==> src/core/wtl_pkg.sv <==
// Constants, field layouts and carrier types of the wake timer block.
// Assumes a 10 MHz system clock and byte addresses four times the register index.
//
// Function
// [RULE1] Wake timer ticks at 32.768 kHz from the internal RC time base by default.
// [RULE2] Entering sleep with timer enabled counts out the programmed period.
// [RULE3] Expiry with wake interrupt enabled asserts interrupt; host reads status to confirm.
// [RULE4] Sixteen-bit current count readable anytime, high byte then low byte, read-only.
// [RULE5] Period equals four times mantissa times two to exponent, in 32.768 kHz ticks.
// [RULE6] Exponent in bits 4..0 resetting to 03h; mantissa high then low byte.
// [RULE7] Enabled wake interrupt at expiry drives interrupt low and starts main crystal.
// [RULE8] Without wake interrupt, expiry only pulses the routed output; state unchanged.
// [RULE9] External crystal select turns GPIO0 into the 32 kHz crystal pin.
// [RULE10] External crystal select times timer, host clock source and duty mode.
// [RULE11] Duty mode wakes receiver each period, returns to sleep without valid signal.
// [RULE12] Preamble plus sync keeps receiver on for the programmed window.
// [RULE13] One exponent field scales both wake period and receive window.
// [RULE14] Eight-bit receive window value lives in its own register.
// [RULE15] Window equals four times window value times two to shared exponent ticks.
// [RULE16] Wake status stays set until host reads its status register, read clears; the code also clears any status bit written as one.

package wtl_pkg;

    // ----------------
    // Clocking
    // ----------------
    localparam int unsigned SYS_CLK_HZ = 10_000_000;
    localparam int unsigned LF_CLK_HZ = 32_768;
    localparam logic [24:0] SYS_CLK_HZ_W = 25'(SYS_CLK_HZ);
    localparam logic [24:0] LF_CLK_HZ_W = 25'(LF_CLK_HZ);
    localparam logic [33:0] WAKE_SCALE = 34'h4;

    // ----------------
    // Register indices (byte address = index * 4)
    // ----------------
    localparam logic [5:0] IDX_IRQ_STATUS1 = 6'h03;
    localparam logic [5:0] IDX_IRQ_STATUS2 = 6'h04;
    localparam logic [5:0] IDX_IRQ_ENABLE2 = 6'h06;
    localparam logic [5:0] IDX_OP_CTRL1 = 6'h07;
    localparam logic [5:0] IDX_OP_CTRL2 = 6'h08;
    localparam logic [5:0] IDX_WAKE_PERIOD_EXPONENT = 6'h14;
    localparam logic [5:0] IDX_WAKE_PERIOD_MANTISSA_HIGH = 6'h15;
    localparam logic [5:0] IDX_WAKE_PERIOD_MANTISSA_LOW = 6'h16;
    localparam logic [5:0] IDX_WAKE_COUNT_HIGH = 6'h17;
    localparam logic [5:0] IDX_WAKE_COUNT_LOW = 6'h18;
    localparam logic [5:0] IDX_RX_WINDOW_DURATION = 6'h19;

    // ----------------
    // Reset values
    // ----------------
    localparam logic [7:0] RST_IRQ_ENABLE2 = 8'h03;
    localparam logic [7:0] RST_OP_CTRL1 = 8'h01;
    localparam logic [7:0] RST_OP_CTRL2 = 8'h00;
    localparam logic [7:0] RST_EXPONENT = 8'h03;
    localparam logic [7:0] RST_MANT_HIGH = 8'h00;
    localparam logic [7:0] RST_MANT_LOW = 8'h00;
    localparam logic [7:0] RST_RX_WINDOW = 8'h00;

    // ----------------
    // Field positions
    // ----------------
    localparam int unsigned CTRL1_ENWT_BIT = 5;
    localparam int unsigned CTRL1_EXT_XTAL_BIT = 4;
    localparam int unsigned CTRL1_XTON_BIT = 0;
    localparam int unsigned CTRL2_LDC_BIT = 2;
    localparam int unsigned ST2_SYNC_BIT = 7;
    localparam int unsigned ST2_PRE_VALID_BIT = 6;
    localparam int unsigned ST2_PRE_INVALID_BIT = 5;
    localparam int unsigned ST2_WAKE_BIT = 3;
    localparam logic [7:0] EXPONENT_MASK = 8'h1f;

    // ----------------
    // AXI responses
    // ----------------
    localparam logic [1:0] RESP_OKAY = 2'b00;
    localparam logic [1:0] RESP_SLVERR = 2'b10;

    // ----------------
    // Types
    // ----------------
    typedef enum logic [1:0] {
        WTL_ST_IDLE = 2'b00,
        WTL_ST_LISTEN = 2'b01,
        WTL_ST_WINDOW = 2'b10
    } wtl_state_t;

    typedef struct packed {
        logic preamble_valid;
        logic preamble_invalid;
        logic sync_detect;
    } wtl_rx_evt_t;

    typedef struct packed {
        logic xtal_on;
        logic rx_on;
        logic gpio0_xtal_mode;
        logic lf_src_ext;
        logic wake_pulse;
    } wtl_radio_ctl_t;

endpackage

==> src/core/wtl_wake_timer.sv <==
// Wake timer, 32 kHz time base selection and low duty cycle receive control.
// Assumes AXI4-Lite master on sys_clk and radio inputs synchronous to sys_clk.
//
// Chosen here: register access over AXI4-Lite.
`timescale 1ns/10ps

module wtl_wake_timer (
    // Clock and reset
    input wire logic sys_clk,
    input wire logic sys_rst,
    // AXI4-Lite write address
    input wire logic [7:0] s_axi_awaddr,
    input wire logic s_axi_awvalid,
    output logic s_axi_awready,
    // AXI4-Lite write data
    input wire logic [31:0] s_axi_wdata,
    input wire logic [3:0] s_axi_wstrb,
    input wire logic s_axi_wvalid,
    output logic s_axi_wready,
    // AXI4-Lite write response
    output logic [1:0] s_axi_bresp,
    output logic s_axi_bvalid,
    input wire logic s_axi_bready,
    // AXI4-Lite read address
    input wire logic [7:0] s_axi_araddr,
    input wire logic s_axi_arvalid,
    output logic s_axi_arready,
    // AXI4-Lite read data
    output logic [31:0] s_axi_rdata,
    output logic [1:0] s_axi_rresp,
    output logic s_axi_rvalid,
    input wire logic s_axi_rready,
    // Radio side
    input wire logic ext_lf_xtal_in,
    input wire wtl_pkg::wtl_rx_evt_t rx_evt,
    output wtl_pkg::wtl_radio_ctl_t radio_ctl,
    // Host interrupt
    output logic irq_out_low_active
);
    import wtl_pkg::*;

    function automatic logic is_reg(input logic [7:0] addr, input logic [5:0] idx);
        is_reg = (addr[7:2] == idx) && (addr[1:0] == 2'b00);
    endfunction

    function automatic logic is_mapped(input logic [7:0] addr);
        is_mapped = is_reg(addr, IDX_IRQ_STATUS1) || is_reg(addr, IDX_IRQ_STATUS2) ||
                    is_reg(addr, IDX_IRQ_ENABLE2) || is_reg(addr, IDX_OP_CTRL1) ||
                    is_reg(addr, IDX_OP_CTRL2) ||
                    (addr[7:2] >= IDX_WAKE_PERIOD_EXPONENT && addr[7:2] <= IDX_RX_WINDOW_DURATION &&
                     addr[1:0] == 2'b00);
    endfunction

    // ----------------
    // Declarations
    // ----------------
    logic [24:0] acc_q, acc_d;
    logic rc_tick, ext_prev_q, lf_tick;
    logic [7:0] ctrl1_q, ctrl1_d, ctrl2_q, ctrl2_d, mask_q, mask_d;
    logic [7:0] exp_q, exp_d, mant_hi_q, mant_hi_d, mant_lo_q, mant_lo_d;
    logic [7:0] win_val_q, win_val_d, status_q, status_d, evt_vec, rd_clr;
    logic [33:0] pre_q, pre_d, pre_lim, wpre_q, wpre_d;
    logic [15:0] wtv_q, wtv_d, wtv_inc;
    logic [7:0] wcnt_q, wcnt_d;
    logic expire, sleeping, running, pre_seen_q, pre_seen_d, win_done;
    logic wake_pulse_q, irq_n_q, irq_n_d;
    wtl_state_t st_q, st_d;
    logic aw_hold_q, aw_hold_d, w_hold_q, w_hold_d, bvalid_q, bvalid_d, rvalid_q, rvalid_d;
    logic [7:0] awaddr_q, awaddr_d;
    logic [31:0] wdata_q, wdata_d, rdata_q, rdata_d;
    logic [3:0] wstrb_q, wstrb_d;
    logic [1:0] bresp_q, bresp_d, rresp_q, rresp_d;
    logic do_wr, do_rd, wr_en;
    logic [7:0] wbyte, rbyte;

    // ----------------
    // Low-frequency time base
    // ----------------
    // Fractional divider: average 32768 ticks per second from 10 MHz
    always_comb begin
        logic [24:0] sum;
        sum = acc_q + LF_CLK_HZ_W;
        rc_tick = 1'b0;
        acc_d = sum;
        if (sum >= SYS_CLK_HZ_W) begin
            acc_d = sum - SYS_CLK_HZ_W;
            rc_tick = 1'b1;
        end
    end

    // External crystal on GPIO0 replaces the RC base for every consumer
    assign lf_tick = ctrl1_q[CTRL1_EXT_XTAL_BIT] ? (ext_lf_xtal_in & ~ext_prev_q) : rc_tick; // [RULE1] [RULE10]

    always_ff @(posedge sys_clk or posedge sys_rst) begin
        if (sys_rst) begin
            acc_q <= 25'h0;
            ext_prev_q <= 1'b0;
        end else begin
            acc_q <= acc_d;
            ext_prev_q <= ext_lf_xtal_in;
        end
    end

    // ----------------
    // Wake timer counter
    // ----------------
    assign sleeping = ~ctrl1_q[CTRL1_XTON_BIT];
    assign running = ctrl1_q[CTRL1_ENWT_BIT] & sleeping; // [RULE2]
    // Shared exponent scales prescaler for period and window
    assign pre_lim = (WAKE_SCALE << (exp_q & EXPONENT_MASK)) - 34'h1; // [RULE5] [RULE13]
    assign wtv_inc = wtv_q + 16'h1;

    always_comb begin
        pre_d = pre_q;
        wtv_d = wtv_q;
        expire = 1'b0;
        if (!running) begin
            pre_d = 34'h0;
            wtv_d = 16'h0;
        end else if (lf_tick) begin
            if (pre_q >= pre_lim) begin
                pre_d = 34'h0;
                // Mantissa zero wraps as a full 65536 count
                if (wtv_inc == {mant_hi_q, mant_lo_q}) begin // [RULE5] [RULE6]
                    wtv_d = 16'h0;
                    expire = 1'b1;
                end else begin
                    wtv_d = wtv_inc;
                end
            end else begin
                pre_d = pre_q + 34'h1;
            end
        end
    end

    always_ff @(posedge sys_clk or posedge sys_rst) begin
        if (sys_rst) begin
            pre_q <= 34'h0;
            wtv_q <= 16'h0;
            wake_pulse_q <= 1'b0;
        end else begin
            pre_q <= pre_d;
            wtv_q <= wtv_d;
            wake_pulse_q <= expire; // [RULE8]
        end
    end

    // ----------------
    // Low duty cycle receive sequencer
    // ----------------
    assign win_done = (win_val_q == 8'h0) ||
                      (lf_tick && wpre_q >= pre_lim && (wcnt_q + 8'h1) == win_val_q); // [RULE15]

    always_comb begin
        st_d = st_q;
        wpre_d = wpre_q;
        wcnt_d = wcnt_q;
        pre_seen_d = pre_seen_q;
        case (st_q)
            WTL_ST_IDLE: begin
                pre_seen_d = 1'b0;
                if (expire && ctrl2_q[CTRL2_LDC_BIT]) begin
                    st_d = WTL_ST_LISTEN; // [RULE11]
                end
            end
            WTL_ST_LISTEN: begin
                if (rx_evt.preamble_valid) begin
                    pre_seen_d = 1'b1;
                end
                if (rx_evt.preamble_invalid || !sleeping || !ctrl2_q[CTRL2_LDC_BIT]) begin
                    st_d = WTL_ST_IDLE; // [RULE11]
                end else if (rx_evt.sync_detect && (pre_seen_q || rx_evt.preamble_valid)) begin
                    st_d = WTL_ST_WINDOW; // [RULE12]
                    wpre_d = 34'h0;
                    wcnt_d = 8'h0;
                end
            end
            WTL_ST_WINDOW: begin
                if (win_done || !sleeping) begin
                    st_d = WTL_ST_IDLE; // [RULE12]
                end else if (lf_tick) begin
                    if (wpre_q >= pre_lim) begin
                        wpre_d = 34'h0;
                        wcnt_d = wcnt_q + 8'h1;
                    end else begin
                        wpre_d = wpre_q + 34'h1;
                    end
                end
            end
            default: begin
                st_d = WTL_ST_IDLE;
            end
        endcase
    end

    always_ff @(posedge sys_clk or posedge sys_rst) begin
        if (sys_rst) begin
            st_q <= WTL_ST_IDLE;
            wpre_q <= 34'h0;
            wcnt_q <= 8'h0;
            pre_seen_q <= 1'b0;
        end else begin
            st_q <= st_d;
            wpre_q <= wpre_d;
            wcnt_q <= wcnt_d;
            pre_seen_q <= pre_seen_d;
        end
    end

    // ----------------
    // AXI4-Lite slave
    // ----------------
    assign s_axi_awready = ~aw_hold_q & ~bvalid_q;
    assign s_axi_wready = ~w_hold_q & ~bvalid_q;
    assign s_axi_arready = ~rvalid_q;
    assign s_axi_bvalid = bvalid_q;
    assign s_axi_bresp = bresp_q;
    assign s_axi_rvalid = rvalid_q;
    assign s_axi_rdata = rdata_q;
    assign s_axi_rresp = rresp_q;

    assign do_wr = aw_hold_q & w_hold_q & ~bvalid_q;
    assign do_rd = s_axi_arvalid & ~rvalid_q;
    assign wr_en = do_wr & wstrb_q[0] & is_mapped(awaddr_q);
    assign wbyte = wdata_q[7:0];

    // Read mux; count registers are live values
    always_comb begin
        rbyte = 8'h0;
        case (s_axi_araddr[7:2])
            IDX_IRQ_STATUS2: rbyte = status_q; // [RULE3]
            IDX_IRQ_ENABLE2: rbyte = mask_q;
            IDX_OP_CTRL1: rbyte = ctrl1_q;
            IDX_OP_CTRL2: rbyte = ctrl2_q;
            IDX_WAKE_PERIOD_EXPONENT: rbyte = exp_q & EXPONENT_MASK; // [RULE6]
            IDX_WAKE_PERIOD_MANTISSA_HIGH: rbyte = mant_hi_q;
            IDX_WAKE_PERIOD_MANTISSA_LOW: rbyte = mant_lo_q;
            IDX_WAKE_COUNT_HIGH: rbyte = wtv_q[15:8]; // [RULE4]
            IDX_WAKE_COUNT_LOW: rbyte = wtv_q[7:0]; // [RULE4]
            IDX_RX_WINDOW_DURATION: rbyte = win_val_q; // [RULE14]
            default: rbyte = 8'h0;
        endcase
    end

    always_comb begin
        aw_hold_d = aw_hold_q;
        w_hold_d = w_hold_q;
        awaddr_d = awaddr_q;
        wdata_d = wdata_q;
        wstrb_d = wstrb_q;
        bvalid_d = bvalid_q;
        bresp_d = bresp_q;
        rvalid_d = rvalid_q;
        rdata_d = rdata_q;
        rresp_d = rresp_q;
        if (s_axi_awvalid && s_axi_awready) begin
            aw_hold_d = 1'b1;
            awaddr_d = s_axi_awaddr;
        end
        if (s_axi_wvalid && s_axi_wready) begin
            w_hold_d = 1'b1;
            wdata_d = s_axi_wdata;
            wstrb_d = s_axi_wstrb;
        end
        if (do_wr) begin
            aw_hold_d = 1'b0;
            w_hold_d = 1'b0;
            bvalid_d = 1'b1;
            bresp_d = is_mapped(awaddr_q) ? RESP_OKAY : RESP_SLVERR;
        end else if (bvalid_q && s_axi_bready) begin
            bvalid_d = 1'b0;
        end
        if (do_rd) begin
            rvalid_d = 1'b1;
            rdata_d = {24'h0, rbyte};
            rresp_d = is_mapped(s_axi_araddr) ? RESP_OKAY : RESP_SLVERR;
        end else if (rvalid_q && s_axi_rready) begin
            rvalid_d = 1'b0;
        end
    end

    always_ff @(posedge sys_clk or posedge sys_rst) begin
        if (sys_rst) begin
            aw_hold_q <= 1'b0;
            w_hold_q <= 1'b0;
            awaddr_q <= 8'h0;
            wdata_q <= 32'h0;
            wstrb_q <= 4'h0;
            bvalid_q <= 1'b0;
            bresp_q <= RESP_OKAY;
            rvalid_q <= 1'b0;
            rdata_q <= 32'h0;
            rresp_q <= RESP_OKAY;
        end else begin
            aw_hold_q <= aw_hold_d;
            w_hold_q <= w_hold_d;
            awaddr_q <= awaddr_d;
            wdata_q <= wdata_d;
            wstrb_q <= wstrb_d;
            bvalid_q <= bvalid_d;
            bresp_q <= bresp_d;
            rvalid_q <= rvalid_d;
            rdata_q <= rdata_d;
            rresp_q <= rresp_d;
        end
    end

    // ----------------
    // Control, status and mask registers
    // ----------------
    always_comb begin
        evt_vec = 8'h0;
        evt_vec[ST2_WAKE_BIT] = expire;
        evt_vec[ST2_SYNC_BIT] = rx_evt.sync_detect & (st_q != WTL_ST_IDLE);
        evt_vec[ST2_PRE_VALID_BIT] = rx_evt.preamble_valid & (st_q != WTL_ST_IDLE);
        evt_vec[ST2_PRE_INVALID_BIT] = rx_evt.preamble_invalid & (st_q != WTL_ST_IDLE);
        rd_clr = 8'h0;
        if (do_rd && is_reg(s_axi_araddr, IDX_IRQ_STATUS2)) begin
            rd_clr = 8'hff; // [RULE16]
        end
        if (wr_en && is_reg(awaddr_q, IDX_IRQ_STATUS2)) begin
            rd_clr = rd_clr | wbyte;
        end
        // New event wins over a clear in the same cycle
        status_d = (status_q & ~rd_clr) | evt_vec; // [RULE16]
    end

    always_comb begin
        ctrl1_d = ctrl1_q;
        ctrl2_d = ctrl2_q;
        mask_d = mask_q;
        exp_d = exp_q;
        mant_hi_d = mant_hi_q;
        mant_lo_d = mant_lo_q;
        win_val_d = win_val_q;
        if (wr_en) begin
            case (awaddr_q[7:2])
                IDX_IRQ_ENABLE2: mask_d = wbyte;
                IDX_OP_CTRL1: ctrl1_d = wbyte;
                IDX_OP_CTRL2: ctrl2_d = wbyte;
                IDX_WAKE_PERIOD_EXPONENT: exp_d = wbyte & EXPONENT_MASK; // [RULE6]
                IDX_WAKE_PERIOD_MANTISSA_HIGH: mant_hi_d = wbyte; // [RULE6]
                IDX_WAKE_PERIOD_MANTISSA_LOW: mant_lo_d = wbyte; // [RULE6]
                IDX_RX_WINDOW_DURATION: win_val_d = wbyte; // [RULE14]
                default: begin
                end
            endcase
        end
        // Enabled wake interrupt brings up the main crystal; hardware set wins
        if (expire && mask_q[ST2_WAKE_BIT]) begin
            ctrl1_d[CTRL1_XTON_BIT] = 1'b1; // [RULE7] [RULE8]
        end
        irq_n_d = ~|(status_d & mask_d); // [RULE3] [RULE7]
    end

    always_ff @(posedge sys_clk or posedge sys_rst) begin
        if (sys_rst) begin
            ctrl1_q <= RST_OP_CTRL1;
            ctrl2_q <= RST_OP_CTRL2;
            mask_q <= RST_IRQ_ENABLE2;
            exp_q <= RST_EXPONENT;
            mant_hi_q <= RST_MANT_HIGH;
            mant_lo_q <= RST_MANT_LOW;
            win_val_q <= RST_RX_WINDOW;
            status_q <= 8'h0;
            irq_n_q <= 1'b1;
        end else begin
            ctrl1_q <= ctrl1_d;
            ctrl2_q <= ctrl2_d;
            mask_q <= mask_d;
            exp_q <= exp_d;
            mant_hi_q <= mant_hi_d;
            mant_lo_q <= mant_lo_d;
            win_val_q <= win_val_d;
            status_q <= status_d;
            irq_n_q <= irq_n_d;
        end
    end

    // ----------------
    // Outputs
    // ----------------
    assign irq_out_low_active = irq_n_q;
    assign radio_ctl.xtal_on = ctrl1_q[CTRL1_XTON_BIT];
    assign radio_ctl.rx_on = (st_q != WTL_ST_IDLE); // [RULE11] [RULE12]
    assign radio_ctl.gpio0_xtal_mode = ctrl1_q[CTRL1_EXT_XTAL_BIT]; // [RULE9]
    assign radio_ctl.lf_src_ext = ctrl1_q[CTRL1_EXT_XTAL_BIT]; // [RULE10]
    assign radio_ctl.wake_pulse = wake_pulse_q;

endmodule

==> config.mk <==
export PLATFORM = sky130hd
export DESIGN_NAME = wtl_wake_timer
export DESIGN_NICKNAME = d
export VERILOG_FILES = /design/src/core/wtl_pkg.sv /design/src/core/wtl_wake_timer.sv
export SDC_FILE = /design/constraint.sdc
export NUM_CORES = 1
export LEC_CHECK = 0
export BUFFER_PORTS_ARGS = -buffer_cell sky130_fd_sc_hd__buf_2
export CAP_MARGIN = 10
export CORE_AREA = 5 5 188 190
export DETAILED_ROUTE_END_ITERATION = 10
export DIE_AREA = 0 0 193 195
export MAX_ROUTING_LAYER = met4
export PLACE_DENSITY_LB_ADDON = 0.15
export REMOVE_ABC_BUFFERS = 1
export SLEW_MARGIN = 20
export SYNTH_ARGS = -nofsm -noshare
export SYNTH_HDL_FRONTEND = slang
export SYNTH_SLANG_ARGS = --single-unit
==> constraint.sdc <==
create_clock -name sys_clk -period 10.1 [get_ports sys_clk]
set_input_delay 0.505 -clock sys_clk [delete_from_list [all_inputs] [get_ports sys_clk]]
set_output_delay 0.505 -clock sys_clk [all_outputs]
set_load 0.005 [all_outputs]
==> results.cfg <==
[outcome]
status = finished clean

[worst_setup_path]
crit_start = exp_q[4]$_DFFE_PP0P_
critPathMaxFanout = 29
worst_setup_path_start_kind = flop
crit_path_end_kind = flop
rrSetupSlack_ns = 4.34
arrival_ns = 6.21
worstSetupPathType = flop to flop
cp.required_ns = 10.55
r2r-start = exp_q[4]$_DFFE_PP0P_

[place]
dp.cells = 1899
dpl_worst_slack_ns = 4.396
gp_congestion = 0.8828
io_buffers = 56
dpl.hpwl_um = 25480

[logic_synthesis]
synth_top_area_share_pct = 38.21
synth_area_leader_cell = dfrtp_1
ys_warn_count = 0
async_reset_ff_share_pct = 100.0
synth_compound_area_share_pct = 17.03
ys.flop_type = dfrtp_1
synthXorXnorAreaFrac_pct = 5.429
syn_area_um2 = 13230
synthAdderAreaFrac_pct = 6.848
synth-simple-area-share_pct = 20.31
ys_types = 81
syn_inst = 1443
syn_avg_cell_area_um2 = 9.168
ys_seq_area_share_pct = 39.40
synth_top_family_by_area = simple AND/OR/NAND/NOR gates
synth-seq-cells = 208
muxShareOfSynthArea_pct = 6.138
synthTopCellsByArea = dfrtp_1 (38%), ha_1 (6.5%), mux2_2 (5.5%)
synth_edf_count = 0

[clocking]
cts_setup_buffers = 0
cts_tree = built
h-tree-depth = 1
cts.clk_slew.worst_paths_ns = 0.06
insertion_delay_ns = 0.56
cts-resized-gates = 0
root_buffer = clkbuf_16
clock_sink_count = 208
clk_path_buf_depth = 3
holdBufCountCts = 0
numCtsBuffers = 26

[global_routing]
overflow = 0
grt_pass1_wl_um = 58550
first_global_vias = 10820
grt_max_degree = 108
antenna_found_initial = 1
grt.total_usage_pct = 19.42

[floorplan]
io_pins = 110
fp.dieH_um = 195
row_count = 67
core_um2 = 33280
die_w_um = 193
start_util_pct = 39.75
floorplan.die_area_um2 = 37640

[routing]
postRouteAntennaNets = 0
drc_errors = 0
vias_per_cell = 5.635
vias = 10970
wl_per_cell_um = 18.34
first_iter_violations = 833
totalWireLength_um = 35710
dr.pass1.iters = 6

[pwr]
ir_worst_vdd_mv = 0.1675
share_comb_of_total_power_pct = 20.3
pwr-share-clk_pct = 38.1
pwr-share-seq_pct = 41.7
leakagePower_uw = 0.006350
power.internal_uw = 1624
pwr_density_cell_nw_per_um2 = 164.0
switching_share_pct = 32.51
power.total_uw = 2406
switchingPower_uw = 782.3

[timing]
setup_viol = 0
rsz0062_at_grt = false
clock_skew_ns = 0.01428
period_minus_slack_ns = 5.765
post-route-period-util_pct = 57.08
hold_violations = 0
fin_ws_ns = 4.335
drv_slew = 0
worst_pin_slew_ns = 1.210
slew_headroom_pct = 19.15
timing.setup.tns_ns = 0
clock.fmax_ghz = 0.1735
holdWs_ns = 0.07209

[finish]
final_cell_mix = dfrtp_1 (202), nand2_1 (130), o21ai_0 (110)
num-fill-cells = 3270
nets = 1611
final_cells = 1947
final_common_cell = dfrtp_1
areaGrowthSynthToFinish_pct = 10.90
final_layout_size_suffix_gt1_share_pct = 14.42

[run]
cap_violations = 0

[hold_path]
hold_path.class = primary input to async pin
cells by family after synthesis:
logic type,Yosys count
other cells,2
compound gates,353
fa+ha+maj,73
buf+inv,130
flops,208
xor+xnor,82
mux,73
simple gates,522
synth_stat cells (5+ instances only):
| master | count |
|---|---|
| a22oi_1 | 9 |
| a21o_1 | 30 |
| or2_2 | 7 |
| ha_1 | 69 |
| nand4_1 | 32 |
| or4_1 | 10 |
| dfstp_2 | 6 |
| nor2_1 | 109 |
| inv_1 | 38 |
| o211ai_1 | 10 |
| a222oi_1 | 19 |
| a31oi_1 | 19 |
| mux2_2 | 65 |
| and4_1 | 7 |
| and2_1 | 13 |
| nor4_1 | 19 |
| xor2_1 | 30 |
| xnor2_1 | 52 |
| o21ai_1 | 5 |
| dfrtp_1 | 202 |
| a22o_1 | 6 |
| nor3_1 | 33 |
| nand2b_1 | 13 |
| and3_1 | 24 |
| nand3b_1 | 6 |
| mux2i_1 | 8 |
| a211oi_1 | 6 |
| nor3b_1 | 8 |
| nand2_1 | 130 |
| buf_4 | 32 |
| buf_2 | 8 |
| o21ai_0 | 110 |
| nand3_1 | 44 |
| a21oi_1 | 83 |
| nor2b_1 | 20 |
| clkbuf_1 | 46 |
| or3_1 | 27 |
| o31ai_1 | 21 |
power by group through the flow:
stage / Combinational [uW] / Sequential [uW] / Clock (uW)
floorplan: 360 / 969 / 0
global placement: 473 / 1010 / 0
detailed placement: 484 / 1020 / 0
CTS: 487 / 1000 / 944
global route: 550 / 1010 / 978
finish: 488 / 1000 / 916
metrics by stage:
stage | area, um^2 | util [%]
final | 14670 | 44.08
after detailed placement | 13820 | 41.52
after CTS | 14660 | 44.04
after global placement | 13820 | 41.52
after floorplan | 12840 | -
after global routing | 14670 | 44.08
cell type report:
type	count	area (um^2)	share of cell area, %
Multi-Input combinational cell	1131	7492	51.07
Sequential cell	208	5213	35.53
Clock buffer	34	700.7	4.776
Tap cell	448	560.5	3.821
Timing Repair Buffer	74	415.4	2.832
Inverter	38	150.1	1.023
Clock inverter	13	136.4	0.9296
Antenna cell	1	2.502	0.01706
critical path: stages, from the launching register on:
cell	delay (ns)
dfrtp_1	0.80
or2_2	0.28
nor2_1	0.09
nand3b_1	0.15
ha_1	0.78
or2_2	0.31
o21ai_0	0.10
a22o_1	0.21
a21oi_1	0.26
ha_1	0.30
nand2_1	0.06
nor2_1	0.04
a211oi_1	0.19
o21ai_0	0.10
nor3_1	0.46
nand3_4	0.21
nor2_2	0.49
o211ai_2	0.43
o31ai_1	0.37
metal layers:
| metal | global-route usage [%] | wire [um] |
|---|---|---|
| met5 | - | 0 |
| met4 | 6.058 | 1153 |
| met3 | 3.054 | 1675 |
| met2 | 29.71 | 16400 |
| met1 | 26.61 | 16480 |
worst paths after layout:
kind | end | depth (start not counted)
max | wpre_q[9]$_DFFE_PP0P_ | 18
min | wpre_q[8]$_DFFE_PP0P_ | 2
min reg2reg | s_axi_rdata[2]$_DFFE_PP0P_ | 1
min in group sys_clk | ext_prev_q$_DFF_PP0_ | 1
max in group asynchronous | wtv_q[15]$_DFFE_PP0P_ | 4
max reg2reg | wpre_q[9]$_DFFE_PP0P_ | 18
state kept, by name, indices dropped and copies added (netlist names), 8 cells and up:
signal,count
win_val_q,8
status_q,8
wtv_q,16
mant_lo_q,8
mant_hi_q,8
wpre_q,34
ctrl2_q,8
wcnt_q,8
s_axi_rdata,8
mask_q,8
ctrl1_q,8
awaddr_q,8
wdata_q,8
pre_q,34
acc_q,18
No activity file was read; power rests on OpenSTA's default activity.
